File: src/common/null_bal_map.vh
// Behaviour
// - config writes refused while fieldbus enabled, accepted after it is switched off
// - factory restore turns fieldbus enable on
// - zero request must stay high 8 ms before a sequence starts
// - qualified request does offset calibration and zeroes output value
// - separate commands for offset calibration only and zeroing only
// - null-balance sequence lasts about 0.12 s
// - serial transmission and threshold evaluation frozen during the sequence; a logger mode send still goes out while a commanded sequence runs
// - analog output flagged invalid while the sequence runs
// - logger mode: request sends one value instead of calibrating
// - offset calibration covers up to plus or minus 120 percent of range
// - two switching outputs, active pulls level low in open collector build
// - open emitter build inverts both output polarities
// - each output is threshold switch or window comparator
// - threshold switch has separate switch-on and switch-off levels
// - host writes thresholds, device uses them in comparison
// - gage factor accepted only within 0,2 to 258
`ifndef NULL_BAL_MAP_VH
`define NULL_BAL_MAP_VH
// ----------------------------------------
// register offsets
// ----------------------------------------
`define REG_CTRL 8'h00
`define REG_CMD 8'h04
`define REG_STATUS 8'h08
`define REG_ON_A 8'h0C
`define REG_OFF_A 8'h10
`define REG_ON_B 8'h14
`define REG_OFF_B 8'h18
`define REG_GAGE 8'h1C
`define REG_OFFSET 8'h20
`define REG_ZERO 8'h24
`define REG_IRQ_STAT 8'h28
`define REG_IRQ_MASK 8'h2C
// ----------------------------------------
// field positions
// ----------------------------------------
`define CTRL_FBUS 0
`define CTRL_LOGGER 1
`define CTRL_WIN_A 2
`define CTRL_WIN_B 3
`define CTRL_RESTORE 4
`define CMD_FULL 0
`define CMD_OFFSET 1
`define CMD_ZERO 2
`define ST_BUSY 0
`define ST_RELAY_A 1
`define ST_RELAY_B 2
`define ST_FBUS 3
`define EV_DONE 0
`define EV_REFUSED 1
`define EV_RELAY_A 2
`define EV_RELAY_B 3
`define EV_LOGGER 4
// ----------------------------------------
// reset values and limits
// ----------------------------------------
`define CTRL_RESET 5'h01
`define GAGE_RESET 16'h00C8
`define GAGE_MIN 16'h0014
`define GAGE_MAX 16'h64C8
`define OFFSET_PCT 120
// ----------------------------------------
// timing
// ----------------------------------------
`define CLK_MHZ 100
`define QUAL_TIME_MS 8
`define SEQ_TIME_MS 120
`define TX_RATE_HZ 10
`endif

File: src/null_bal_ctrl.v
// Added by the designer: the register offsets and register access over APB.
`timescale 1ns/1ps
`include "null_bal_map.vh"
module null_bal_ctrl #(
    parameter W = 24,
    parameter FULL_SCALE = 24'h3FFFFF,
    parameter QUAL_CYCLES = `QUAL_TIME_MS * `CLK_MHZ * 1000,
    parameter SEQ_CYCLES = `SEQ_TIME_MS * `CLK_MHZ * 1000,
    parameter TX_CYCLES = `CLK_MHZ * 1000000 / `TX_RATE_HZ
)(
    // clock and reset
    input wire clk_sys,
    input wire nrst,
    // apb slave
    input wire psel,
    input wire penable,
    input wire pwrite,
    input wire [7:0] paddr,
    input wire [31:0] pwdata,
    output reg [31:0] prdata,
    output wire pready,
    output wire pslverr,
    // measurement in
    input wire signed [W-1:0] meas_raw,
    input wire meas_vld,
    // zero request input
    input wire zero_req,
    // build option
    input wire open_emitter,
    // serial measurement out
    output reg [W-1:0] tx_data,
    output reg tx_valid,
    // analog output state
    output wire aout_valid,
    // switching outputs
    output wire relay_drive_a,
    output wire relay_drive_b,
    // interrupt
    output wire irq
);
    localparam ST_IDLE = 1'b0;
    localparam ST_RUN = 1'b1;
    localparam signed [W+7:0] OFF_LIM = (FULL_SCALE * `OFFSET_PCT) / 100;

    reg state_q;
    reg [31:0] seq_cnt_q;
    reg do_off_q;
    reg do_zero_q;
    reg [4:0] ctrl_q;
    reg signed [W-1:0] on_a_q;
    reg signed [W-1:0] off_a_q;
    reg signed [W-1:0] on_b_q;
    reg signed [W-1:0] off_b_q;
    reg [15:0] gage_q;
    reg signed [W-1:0] offset_q;
    reg signed [W-1:0] zero_q;
    reg signed [W-1:0] raw_last_q;
    reg signed [W-1:0] value_q;
    reg value_vld_q;
    reg [31:0] tx_cnt_q;
    reg [4:0] irq_stat_q;
    reg [4:0] irq_mask_q;
    reg relay_a_prev_q;
    reg relay_b_prev_q;
    reg busy_prev_q;

    wire qual_pulse;
    wire relay_a;
    wire relay_b;
    wire busy = (state_q == ST_RUN);
    wire fbus_on = ctrl_q[`CTRL_FBUS];
    wire logger = ctrl_q[`CTRL_LOGGER];

    // ----------------------------------------
    // apb decode
    // ----------------------------------------
    wire wr = psel && penable && pwrite;
    wire rd_sel = psel && !pwrite;
    reg mapped;
    reg is_cfg;

    always @*
    begin
        mapped = 1'b1;
        is_cfg = 1'b1;
        if (paddr == `REG_CTRL)
            is_cfg = 1'b1;
        else if (paddr == `REG_CMD)
            is_cfg = 1'b0;
        else if (paddr == `REG_STATUS)
            is_cfg = 1'b0;
        else if (paddr == `REG_ON_A || paddr == `REG_OFF_A)
            is_cfg = 1'b1;
        else if (paddr == `REG_ON_B || paddr == `REG_OFF_B)
            is_cfg = 1'b1;
        else if (paddr == `REG_GAGE)
            is_cfg = 1'b1;
        else if (paddr == `REG_OFFSET || paddr == `REG_ZERO)
            is_cfg = 1'b0;
        else if (paddr == `REG_IRQ_STAT || paddr == `REG_IRQ_MASK)
            is_cfg = 1'b0;
        else
        begin
            mapped = 1'b0;
            is_cfg = 1'b0;
        end
    end

    // fieldbus off and factory restore stay reachable, every other configuration write is locked
    wire ctrl_unlock = (paddr == `REG_CTRL) &&
        (!pwdata[`CTRL_FBUS] || pwdata[`CTRL_RESTORE]);
    wire gage_bad = (paddr == `REG_GAGE) &&
        ((pwdata[15:0] < `GAGE_MIN) || (pwdata[15:0] > `GAGE_MAX) || (pwdata[31:16] != 16'h0));
    wire refused = is_cfg && ((fbus_on && !ctrl_unlock) || gage_bad);
    wire cfg_wr = wr && is_cfg && !refused;
    wire cmd_wr = wr && (paddr == `REG_CMD);

    assign pready = 1'b1;
    assign pslverr = psel && penable && (!mapped || (pwrite && refused));

    always @*
    begin
        prdata = 32'h0;
        if (!rd_sel)
            prdata = 32'h0;
        else if (paddr == `REG_CTRL)
            prdata = {27'h0, ctrl_q};
        else if (paddr == `REG_STATUS)
            prdata = {28'h0, fbus_on, relay_b, relay_a, busy};
        else if (paddr == `REG_ON_A)
            prdata = {{(32-W){on_a_q[W-1]}}, on_a_q};
        else if (paddr == `REG_OFF_A)
            prdata = {{(32-W){off_a_q[W-1]}}, off_a_q};
        else if (paddr == `REG_ON_B)
            prdata = {{(32-W){on_b_q[W-1]}}, on_b_q};
        else if (paddr == `REG_OFF_B)
            prdata = {{(32-W){off_b_q[W-1]}}, off_b_q};
        else if (paddr == `REG_GAGE)
            prdata = {16'h0, gage_q};
        else if (paddr == `REG_OFFSET)
            prdata = {{(32-W){offset_q[W-1]}}, offset_q};
        else if (paddr == `REG_ZERO)
            prdata = {{(32-W){zero_q[W-1]}}, zero_q};
        else if (paddr == `REG_IRQ_STAT)
            prdata = {27'h0, irq_stat_q};
        else if (paddr == `REG_IRQ_MASK)
            prdata = {27'h0, irq_mask_q};
    end

    // ----------------------------------------
    // configuration registers
    // ----------------------------------------
    always @(posedge clk_sys or negedge nrst)
    begin
        if (!nrst)
        begin
            ctrl_q <= `CTRL_RESET;
            on_a_q <= {W{1'b0}};
            off_a_q <= {W{1'b0}};
            on_b_q <= {W{1'b0}};
            off_b_q <= {W{1'b0}};
            gage_q <= `GAGE_RESET;
            irq_mask_q <= 5'h0;
        end
        else if (cfg_wr && paddr == `REG_CTRL && pwdata[`CTRL_RESTORE])
        begin
            ctrl_q <= `CTRL_RESET;
            on_a_q <= {W{1'b0}};
            off_a_q <= {W{1'b0}};
            on_b_q <= {W{1'b0}};
            off_b_q <= {W{1'b0}};
            gage_q <= `GAGE_RESET;
        end
        else
        begin
            if (cfg_wr && paddr == `REG_CTRL)
                ctrl_q <= {1'b0, pwdata[3:0]};
            // host keeps on above off; no check, as written it is applied
            if (cfg_wr && paddr == `REG_ON_A)
                on_a_q <= pwdata[W-1:0];
            if (cfg_wr && paddr == `REG_OFF_A)
                off_a_q <= pwdata[W-1:0];
            if (cfg_wr && paddr == `REG_ON_B)
                on_b_q <= pwdata[W-1:0];
            if (cfg_wr && paddr == `REG_OFF_B)
                off_b_q <= pwdata[W-1:0];
            if (cfg_wr && paddr == `REG_GAGE)
                gage_q <= pwdata[15:0];
            if (wr && paddr == `REG_IRQ_MASK)
                irq_mask_q <= pwdata[4:0];
        end
    end

    // ----------------------------------------
    // zero request and null-balance sequence
    // ----------------------------------------
    zreq_qualify #(
        .HOLD_CYCLES(QUAL_CYCLES)
    ) u_qual (
        .clk_sys(clk_sys),
        .nrst(nrst),
        .level_in(zero_req),
        .qual_pulse(qual_pulse)
    );

    wire pin_start = qual_pulse && !logger;
    wire cmd_full = cmd_wr && pwdata[`CMD_FULL];
    wire cmd_off = cmd_wr && (pwdata[`CMD_FULL] || pwdata[`CMD_OFFSET]);
    wire cmd_zero = cmd_wr && (pwdata[`CMD_FULL] || pwdata[`CMD_ZERO]);
    // a tick in the start cycle would land inside the sequence
    wire seq_start = !busy && (pin_start || cmd_off || cmd_zero);

    // offset clamped to the calibration range
    wire signed [W+7:0] raw_ext = raw_last_q;
    wire signed [W+7:0] off_clip = (raw_ext > OFF_LIM) ? OFF_LIM :
        (raw_ext < -OFF_LIM) ? -OFF_LIM : raw_ext;
    wire signed [W-1:0] off_new = do_off_q ? off_clip[W-1:0] : offset_q;

    always @(posedge clk_sys or negedge nrst)
    begin
        if (!nrst)
        begin
            state_q <= ST_IDLE;
            seq_cnt_q <= 32'h0;
            do_off_q <= 1'b0;
            do_zero_q <= 1'b0;
            offset_q <= {W{1'b0}};
            zero_q <= {W{1'b0}};
        end
        else
        begin
            case (state_q)
                ST_IDLE:
                begin
                    seq_cnt_q <= 32'h0;
                    if (pin_start || cmd_full)
                    begin
                        state_q <= ST_RUN;
                        do_off_q <= 1'b1;
                        do_zero_q <= 1'b1;
                    end
                    else if (cmd_off || cmd_zero)
                    begin
                        state_q <= ST_RUN;
                        do_off_q <= cmd_off;
                        do_zero_q <= cmd_zero;
                    end
                end
                ST_RUN:
                begin
                    if (seq_cnt_q >= SEQ_CYCLES - 1)
                    begin
                        state_q <= ST_IDLE;
                        offset_q <= off_new;
                        if (do_zero_q)
                            zero_q <= raw_last_q - off_new;
                        do_off_q <= 1'b0;
                        do_zero_q <= 1'b0;
                    end
                    else
                        seq_cnt_q <= seq_cnt_q + 32'h1;
                end
                default:
                    state_q <= ST_IDLE;
            endcase
        end
    end

    assign aout_valid = !busy;

    // ----------------------------------------
    // measurement path and serial output
    // ----------------------------------------
    wire tx_tick = (tx_cnt_q >= TX_CYCLES - 1);
    wire log_send = qual_pulse && logger;

    always @(posedge clk_sys or negedge nrst)
    begin
        if (!nrst)
        begin
            raw_last_q <= {W{1'b0}};
            value_q <= {W{1'b0}};
            value_vld_q <= 1'b0;
            tx_cnt_q <= 32'h0;
            tx_data <= {W{1'b0}};
            tx_valid <= 1'b0;
        end
        else
        begin
            value_vld_q <= meas_vld;
            if (meas_vld)
            begin
                raw_last_q <= meas_raw;
                value_q <= meas_raw - offset_q - zero_q;
            end
            tx_cnt_q <= tx_tick ? 32'h0 : tx_cnt_q + 32'h1;
            tx_valid <= 1'b0;
            if (log_send || (tx_tick && !logger && !busy && !seq_start))
            begin
                tx_data <= value_q;
                tx_valid <= 1'b1;
            end
        end
    end

    // ----------------------------------------
    // switching outputs
    // ----------------------------------------
    relay_chan #(
        .W(W)
    ) u_chan_a (
        .clk_sys(clk_sys),
        .nrst(nrst),
        .value(value_q),
        .value_vld(value_vld_q),
        .eval_en(!busy && !busy_prev_q),
        .window_mode(ctrl_q[`CTRL_WIN_A]),
        .on_lvl(on_a_q),
        .off_lvl(off_a_q),
        .open_emitter(open_emitter),
        .active_q(relay_a),
        .pin_level(relay_drive_a)
    );

    relay_chan #(
        .W(W)
    ) u_chan_b (
        .clk_sys(clk_sys),
        .nrst(nrst),
        .value(value_q),
        .value_vld(value_vld_q),
        .eval_en(!busy && !busy_prev_q),
        .window_mode(ctrl_q[`CTRL_WIN_B]),
        .on_lvl(on_b_q),
        .off_lvl(off_b_q),
        .open_emitter(open_emitter),
        .active_q(relay_b),
        .pin_level(relay_drive_b)
    );

    // ----------------------------------------
    // interrupts
    // ----------------------------------------
    wire [4:0] ev;
    assign ev[`EV_DONE] = busy && (seq_cnt_q >= SEQ_CYCLES - 1);
    assign ev[`EV_REFUSED] = wr && refused;
    assign ev[`EV_RELAY_A] = relay_a != relay_a_prev_q;
    assign ev[`EV_RELAY_B] = relay_b != relay_b_prev_q;
    assign ev[`EV_LOGGER] = log_send;
    wire [4:0] w1c = (wr && paddr == `REG_IRQ_STAT) ? pwdata[4:0] : 5'h0;

    // a new event wins over a clear in the same cycle
    always @(posedge clk_sys or negedge nrst)
    begin
        if (!nrst)
        begin
            irq_stat_q <= 5'h0;
            relay_a_prev_q <= 1'b0;
            relay_b_prev_q <= 1'b0;
            busy_prev_q <= 1'b0;
        end
        else
        begin
            // value formed in the last busy cycle still holds the old offset
            busy_prev_q <= busy;
            irq_stat_q <= (irq_stat_q & ~w1c) | ev;
            relay_a_prev_q <= relay_a;
            relay_b_prev_q <= relay_b;
        end
    end

    assign irq = |(irq_stat_q & irq_mask_q);
endmodule // null_bal_ctrl

File: src/zreq_qualify.v
`timescale 1ns/1ps
module zreq_qualify #(
    parameter HOLD_CYCLES = 800000
)(
    // clock and reset
    input wire clk_sys,
    input wire nrst,
    // request level and qualified pulse
    input wire level_in,
    output reg qual_pulse
);
    reg [31:0] cnt_q;
    reg fired_q;

    // pulse once per high phase; short highs never reach the count
    always @(posedge clk_sys or negedge nrst)
    begin
        if (!nrst)
        begin
            cnt_q <= 32'h0;
            fired_q <= 1'b0;
            qual_pulse <= 1'b0;
        end
        else
        begin
            qual_pulse <= 1'b0;
            if (!level_in)
            begin
                cnt_q <= 32'h0;
                fired_q <= 1'b0;
            end
            else if (!fired_q)
            begin
                if (cnt_q >= HOLD_CYCLES - 1)
                begin
                    fired_q <= 1'b1;
                    qual_pulse <= 1'b1;
                end
                else
                    cnt_q <= cnt_q + 32'h1;
            end
        end
    end
endmodule // zreq_qualify

File: src/relay_chan.v
`timescale 1ns/1ps
module relay_chan #(
    parameter W = 24
)(
    // clock and reset
    input wire clk_sys,
    input wire nrst,
    // measurement and settings
    input wire signed [W-1:0] value,
    input wire value_vld,
    input wire eval_en,
    input wire window_mode,
    input wire signed [W-1:0] on_lvl,
    input wire signed [W-1:0] off_lvl,
    input wire open_emitter,
    // result
    output reg active_q,
    output wire pin_level
);
    // open collector pulls low when active
    assign pin_level = open_emitter ? active_q : ~active_q;

    always @(posedge clk_sys or negedge nrst)
    begin
        if (!nrst)
            active_q <= 1'b0;
        else if (value_vld && eval_en)
        begin
            if (window_mode)
                active_q <= (value > off_lvl) && (value < on_lvl);
            else if (value > on_lvl)
                active_q <= 1'b1;
            else if (value < off_lvl)
                active_q <= 1'b0;
        end
    end
endmodule // relay_chan

File: config.mk
export PLATFORM = sky130hd
export DESIGN_NAME = null_bal_ctrl
export DESIGN_NICKNAME = d
export VERILOG_FILES = /design/src/null_bal_ctrl.v /design/src/zreq_qualify.v /design/src/relay_chan.v
export VERILOG_INCLUDE_DIRS = /design/src /design/src/common
export SDC_FILE = /design/constraint.sdc
export NUM_CORES = 1
export LEC_CHECK = 0
export ABC_AREA = 1
export BUFFER_PORTS_ARGS = -buffer_cell sky130_fd_sc_hd__buf_2
export CORE_MARGIN = 3
export CORE_UTILIZATION = 55
export CTS_CLUSTER_DIAMETER = 100
export CTS_CLUSTER_SIZE = 28
export DETAILED_ROUTE_END_ITERATION = 8
export PLACE_DENSITY = 0.73
export SYNTH_ARGS = -nofsm -noshare
export SYNTH_HDL_FRONTEND = slang
export SYNTH_SLANG_ARGS = --single-unit
File: constraint.sdc
create_clock -name clk_sys -period 5.4 [get_ports clk_sys]
set_clock_uncertainty 0.2 [all_clocks]
set_input_delay 1.08 -clock clk_sys [delete_from_list [all_inputs] [get_ports clk_sys]]
set_output_delay 1.08 -clock clk_sys [all_outputs]
set_load 0.03 [all_outputs]
==> impl_metrics.csv, run 1 <==
group,metric,value,unit
status,run_status,"completed",
synthesis,synth_top_area_share,0.394,
synthesis,ys_top_cells_by_area,"dfrtp_1, nand2_1, ha_1",
placement,place_congestion,1.01,
cts,numCtsBuffers,17,
critical_path,slowest_delay,0.38,ns
floorplanning,die_area,42800,um2
finish,syn_to_final_growth,7.54,%
floorplanning,die_x,207,um
critical_path,reg2reg_to,"zero_q[9]$_DFFE_PN0P_",
critical_path,cp_top_family,"simple AND/OR/NAND/NOR gates",
routing,first_iter_violations,2030,
floorplanning,fp.coreArea,39300,um2
grt,grt_max_degree,113,
critical_path,critPathArrivalTime,3.72,ns
routing,first_pass_iters,5,
critical_path,path_cells,"buf_2 -> nor2_1 -> inv_2 -> nor3_1 -> inv_1 -> nor2_1 -> inv_1 -> nand2_1 -> inv_1 -> nand3_1 -> o211ai_1 -> o2111ai_1 -> o21ai_0 -> o211ai_1 -> nand2_1 -> a21oi_1 -> buf_2",
finish,layout.nets,3270,
cts,cts_hold_buf,0,
cts,cts_tree,"built",
synthesis,synth_edf_count,0,
cts,post_cts_buffers,0,
grt,use_met2,0.494,
grt,grt-busiest-layer,"met2",
placement,dp_cells,3527,
cts,cts.sinks,354,
cts,clock_tree.root_cell,"clkbuf_16",
hold_path,whs_path_depth,1,
power_and_ir_drop,leakage,11.6,nW
finish,instances_no_fill,3553,
grt,antenna_found_initial,0,
sta,final.setup.tns,0,ns
floorplanning,ios,135,
sta,drv_slew,0,
sta,period_share,0.926,
sta,rsz0062_at_grt,"no",
routing,ant_nets,0,
grt,grtUsageTotal,0.307,
grt,grt_pass1_wl,105,mm
routing,vias,20600,
cts,cts-resized-gates,0,
synthesis,synth_cells,2936,
synthesis,async_flop_share,1.00,
sta,relSlewSlack,0.233,
critical_path,critPathRequiredTime,4.12,ns
sta,worstMarginPinSlew,1.15,ns
cts,h-tree-depth,1,
routing,drc,0,
critical_path,cp_slowest_cell,"nand2_1",
routing,avgViaCountPerCell,5.80,
routing,wl,65.5,mm
sta,period_minus_slack,5.00,ns
sta,fmax,200,MHz
critical_path,timing.critical_path.buf_inv,6,
synthesis,synth_flop_cell,"dfrtp_1",
critical_path,crit_path_start,"paddr[1]",
synthesis,avgSynthCellArea,7.57,um2
critical_path,start_kind,"input port",
synthesis,yosysUniqueCellTypes,53,
critical_path,crit_type,"input port to primary output",
sta,hold_violations,0,
placement,io_buffers,133,
critical_path,path_common_cell,"inv_1",
power_and_ir_drop,power_density,213,nW/um2
cts,clock_latency,0.56,ns
placement,hpwl,50.2,mm
cts,clock_path_buffers,3,
floorplanning,initial_utilization,0.566,
sta,finalSetupViolations,0,
floorplanning,num_rows,72,
finish,num_antenna_cells,0,
critical_path,worstSetupEndpointType,"primary output",
cts,clkTransAtPathRegs,0.10,ns
run,drv_cap,0,
grt,grt_remaining_overflow,0,
finish,drive_gt1_frac,0.0741,
hold_path,min_from,"u_qual.fired_q$_DFF_PN0_",
synthesis,yosysWarnings,0,
hold_path,hold_end,"u_qual.qual_pulse$_DFF_PN0_",
grt,grtUsageMet1,0.436,
synthesis,ys_seq_elements,354,
synthesis,yosys.area.top_type,"dfrtp_1",
critical_path,cp_max_fo,11,
hold_path,min_path_type,"flip-flop to flip-flop",
critical_path,worst_r2r_path_depth,25,
sta,whs,0.245,ns
routing,wl_per_cell,18.4,um
floorplanning,die_h,207,um
critical_path,r2r_start,"raw_last_q[2]$_DFFE_PN0P_",
synthesis,synth-seq-area-share,0.399,
synthesis,syn-cell-area,22200,um2
power_and_ir_drop,ir_drop,247,uV
critical_path,r2r_setup_slack,0.50,ns
grt,met3_usage,0.0419,
grt,grt_pass1_vias,19900,
[report_power, final]
group / switching (mW) / total (mW) / internal, mW
Combinational: 0.497 / 0.757 / 0.261
Sequential: 0.0903 / 2.79 / 2.70
Clock: 0.920 / 1.54 / 0.618
Total: 1.51 / 5.08 / 3.57
[synthesized netlist by cell type (5+ instances only)]
| cell | count |
|---|---|
| nand2_1 | 812 |
| nor4_1 | 21 |
| a31oi_1 | 19 |
| o22ai_1 | 10 |
| clkbuf_1 | 70 |
| a211oi_1 | 6 |
| a21oi_1 | 175 |
| dfrtp_1 | 350 |
| inv_1 | 389 |
| nor3b_1 | 7 |
| xnor2_1 | 25 |
| o21a_1 | 6 |
| buf_2 | 13 |
| o221ai_1 | 10 |
| nor3_1 | 49 |
| nor2_2 | 11 |
| o21ai_0 | 218 |
| nand3_1 | 119 |
| o21ai_1 | 20 |
| a221oi_1 | 13 |
| ha_1 | 146 |
| nor2_1 | 192 |
| o211ai_1 | 28 |
| o31ai_1 | 27 |
| buf_4 | 12 |
| inv_2 | 10 |
| fa_1 | 24 |
| nand4_1 | 53 |
| xor2_1 | 32 |
| or2_2 | 5 |
| o21bai_1 | 6 |
| a22oi_1 | 19 |
[registers in the layout, summed over array words and instances (netlist names), 5 cells and up]
name	count
value_q	24
on_a_q	24
seq_cnt_q	32
gage_q	16
zero_q	24
off_b_q	24
u_qual.cnt_q	32
tx_cnt_q	32
raw_last_q	24
offset_q	24
irq_stat_q	5
on_b_q	24
off_a_q	24
tx_data	24
irq_mask_q	5
[logic make-up after synthesis]
group                    share of synthesized area
AO/OA/AOI/OAI                                0.147
AND/OR/NAND/NOR                              0.241
flip-flops                                   0.399
buffers and inverters                       0.0866
other                                     0.000338
XOR/XNOR                                    0.0225
adder cells (fa/ha/maj)                      0.104
[area by class of cell]
type / count / area [um2]
Clock inverter: 4 / 42.5
Timing Repair Buffer: 162 / 918
Multi-Input combinational cell: 2093 / 11500
Clock buffer: 22 / 454
Fill cell: 3731 / 15400
Inverter: 400 / 1500
Tap cell: 518 / 648
Sequential cell: 354 / 8860
[worst max-delay path by stage]
| stage | endpoint | depth (start not counted) | slack [ns] |
|---|---|---|---|
| floorplan | prdata[24] | 11 | 0.68 |
| global placement | prdata[1] | 17 | 0.59 |
| detailed placement | prdata[1] | 17 | 0.50 |
| CTS | prdata[1] | 17 | 0.48 |
| global route | zero_q[18]$_DFFE_PN0P_ | 30 | 0.02 |
| finish | prdata[1] | 17 | 0.40 |
[metal layers]
| layer | part of all wire | vias to the layer above | wire, um |
|---|---|---|---|
| met1 | 0.44 | 9874 | 29000 |
| met5 | 0 | - | 0 |
| met3 | 0.068 | 131 | 4450 |
| met2 | 0.46 | 785 | 30000 |
| li1 | - | 9813 | - |
| met4 | 0.033 | 0 | 2160 |
[stage by stage]
stage | area, um2 | util | power [mW] | setup WS [ns]
global route | 23900 | 0.608 | 5.30 | 0.0198
floorplan | 22200 | - | 3.27 | 0.675
global placement | 23400 | 0.596 | 3.55 | 0.593
CTS | 23900 | 0.608 | 5.10 | 0.483
finish | 23900 | 0.608 | 5.08 | 0.400
detailed placement | 23400 | 0.596 | 3.58 | 0.503
[worst register-to-register path: cells and delay by family, from the launching register on]
kind	cells	cell delay, ns
AO/OA/AOI/OAI	13	2.40
adder cells (fa/ha/maj)	2	0.68
flip-flops	1	0.42
buffers and inverters	4	0.54
AND/OR/NAND/NOR	6	0.49
[cell usage in the layout (no fill, tap or decap), types with 20 or more instances in the layout]
cell / count
inv_1: 389
o31ai_1: 27
buf_4: 27
xnor2_1: 25
o21ai_1: 20
buf_2: 132
a21oi_1: 175
nor2_1: 192
fa_1: 24
nand3_1: 119
dfrtp_1: 350
o21ai_0: 218
ha_1: 146
nor4_1: 21
xor2_1: 32
nand2_1: 812
nand4_1: 53
o211ai_1: 28
nor3_1: 49
No activity file was read; power rests on OpenSTA's default activity.
==> run 2, diff against run 1 <==
--- a/config.mk
+++ b/config.mk
@@ -8,12 +8,14 @@
 export LEC_CHECK = 0
 export ABC_AREA = 1
 export BUFFER_PORTS_ARGS = -buffer_cell sky130_fd_sc_hd__buf_2
+export CORE_ASPECT_RATIO = 1.1
 export CORE_MARGIN = 3
 export CORE_UTILIZATION = 55
 export CTS_CLUSTER_DIAMETER = 100
 export CTS_CLUSTER_SIZE = 28
 export DETAILED_ROUTE_END_ITERATION = 8
 export PLACE_DENSITY = 0.73
+export SLEW_MARGIN = 40
 export SYNTH_ARGS = -nofsm -noshare
 export SYNTH_HDL_FRONTEND = slang
 export SYNTH_SLANG_ARGS = --single-unit
==> impl_metrics.csv, run 2 (synthesized netlist as in run 1, its figures left out) <==
group,metric,value,unit
power_and_ir_drop,ir_drop,297,uV
routing,wl,65.1,mm
cts,clock_tree.root_cell,"clkbuf_16",
critical_path,critPathArrivalTime,3.80,ns
cts,clock_path_buffers,3,
finish,fin_util,0.606,
cts,h-tree-depth,1,
floorplanning,num_rows,76,
routing,vias,20300,
floorplanning,ios,135,
routing,first_pass_iters,6,
floorplanning,die_x,198,um
routing,ant_nets,0,
grt,grtUsageTotal,0.302,
critical_path,cp_max_fo,11,
critical_path,path_cells,"buf_2 -> nor2_1 -> inv_2 -> nor3_1 -> inv_1 -> nor2_1 -> buf_4 -> inv_1 -> nand2_1 -> inv_1 -> nand3_1 -> o211ai_1 -> o2111ai_1 -> o21ai_0 -> o211ai_1 -> nand2_1 -> a21oi_1 -> buf_2",
sta,rsz0062_at_grt,"no",
cts,cts.sinks,354,
finish,syn_to_final_growth,7.81,%
floorplanning,initial_utilization,0.562,
placement,hpwl,50.9,mm
finish,layout.nets,3267,
sta,final.setup.tns,0,ns
power_and_ir_drop,power_density,213,nW/um2
sta,relSlewSlack,0.433,
cts,clkTransAtPathRegs,0.12,ns
grt,grt_remaining_overflow,0,
hold_path,min_path_type,"input port to asynchronous set/reset pin",
critical_path,start_kind,"input port",
critical_path,critPathRequiredTime,4.12,ns
floorplanning,fp.coreArea,39600,um2
finish,layout_common_cells,"nand2_1, inv_1, dfrtp_1",
routing,avgViaCountPerCell,5.75,
sta,fmax,197,MHz
routing,drc,0,
finish,final_common_cell,"nand2_1",
cts,numCtsBuffers,16,
run,drv_cap,0,
finish,drive_gt1_frac,0.0749,
sta,finalSetupViolations,0,
finish,top_regs,"seq_cnt_q (32), tx_cnt_q (32), u_qual.cnt_q (32)",
routing,first_iter_violations,1833,
critical_path,crit_type,"input port to primary output",
cts,post_cts_buffers,0,
placement,io_buffers,133,
critical_path,path_common_cell,"inv_1",
sta,drv_slew,0,
grt,grt_max_degree,81,
sta,period_share,0.941,
grt,grt_pass1_wl,104,mm
routing,wl_per_cell,18.4,um
critical_path,worstSetupEndpointType,"primary output",
floorplanning,die_area,42800,um2
status,run_status,"completed",
cts,cts_tree,"built",
power_and_ir_drop,leakage,11.6,nW
grt,antenna_found_initial,0,
critical_path,slowest_delay,0.37,ns
sta,period_minus_slack,5.08,ns
finish,num_antenna_cells,0,
floorplanning,die_h,217,um
critical_path,cp_slowest_cell,"nand2_1",
power_and_ir_drop,p_total,5.10,mW
sta,hold_violations,0,
cts,clock_latency,0.55,ns
grt,grt_pass1_vias,19500,
sta,worstMarginPinSlew,0.843,ns
placement,place_congestion,0.925,
==> run 2: final timing paths <==
kind                            slack [ns]                           to                      start  cells past startpoint
worst max-delay path                  0.32                    prdata[1]                   paddr[1]                     18
worst min-delay path                  0.22    seq_cnt_q[21]$_DFFE_PN0N_                       nrst                      1
worst max register to register        0.44        zero_q[9]$_DFFE_PN0P_  raw_last_q[1]$_DFFE_PN0P_                     26
worst min register to register        0.27  u_qual.qual_pulse$_DFF_PN0_   u_qual.fired_q$_DFF_PN0_                      1
max in group asynchronous             3.60       on_a_q[21]$_DFFE_PN0P_                       nrst                      3
min in group clk_sys                  0.27  u_qual.qual_pulse$_DFF_PN0_   u_qual.fired_q$_DFF_PN0_                      1
==> run 2: report_power, final <==
| group | internal [mW] | switching (mW) | total, mW | leakage, nW |
|---|---|---|---|---|
| sequential | 2.70 | 0.0847 | 2.78 | 4.64 |
| clock | 0.664 | 0.891 | 1.56 | 0.244 |
| combinational | 0.264 | 0.505 | 0.769 | 6.73 |
| total | 3.62 | 1.48 | 5.10 | 11.6 |
==> run 2: final cells by class <==
cell class,instances,area [um2]
Clock buffer,24,472
Fill cell,3655,15600
Inverter,400,1500
Multi-Input combinational cell,2093,11500
Clock inverter,1,30.0
Sequential cell,354,8860
Timing Repair Buffer,160,936
Tap cell,507,634
==> run 2: layer usage <==
| layer | GRT usage | part of all wire | wire, um |
|---|---|---|---|
| met1 | 0.428 | 0.45 | 29100 |
| met5 | 0 | 0 | 0 |
| met3 | 0.0358 | 0.062 | 4010 |
| met4 | 0.0932 | 0.032 | 2060 |
| met2 | 0.488 | 0.46 | 30000 |
==> run 2: worst max-delay path: cells and delay by family <==
kind | cells | cell delay (ns)
compound gates | 5 | 0.63
buf+inv | 7 | 1.08
simple gates | 6 | 1.01
==> run 2: per-stage QoR <==
step / area [um2] / hold WS, ns / setup WS, ns / cells
final: 24000 / 0.223 / 0.321 / 3539
after CTS: 23900 / 0.232 / 0.366 / 3539
after global placement: 23400 / 0.239 / 0.478 / 3513
after detailed placement: 23400 / 0.254 / 0.381 / 3514
after floorplan: 22200 / 0.152 / 0.675 / 2943
after global routing: 24000 / 0.248 / 0.0605 / 3539
==> run 2: repair_timing <==
item                                    in CTS  in global routing
resized for setup                            0                  2
hold buffers                                 0                  0
endpoints found under the setup margin       0                  4
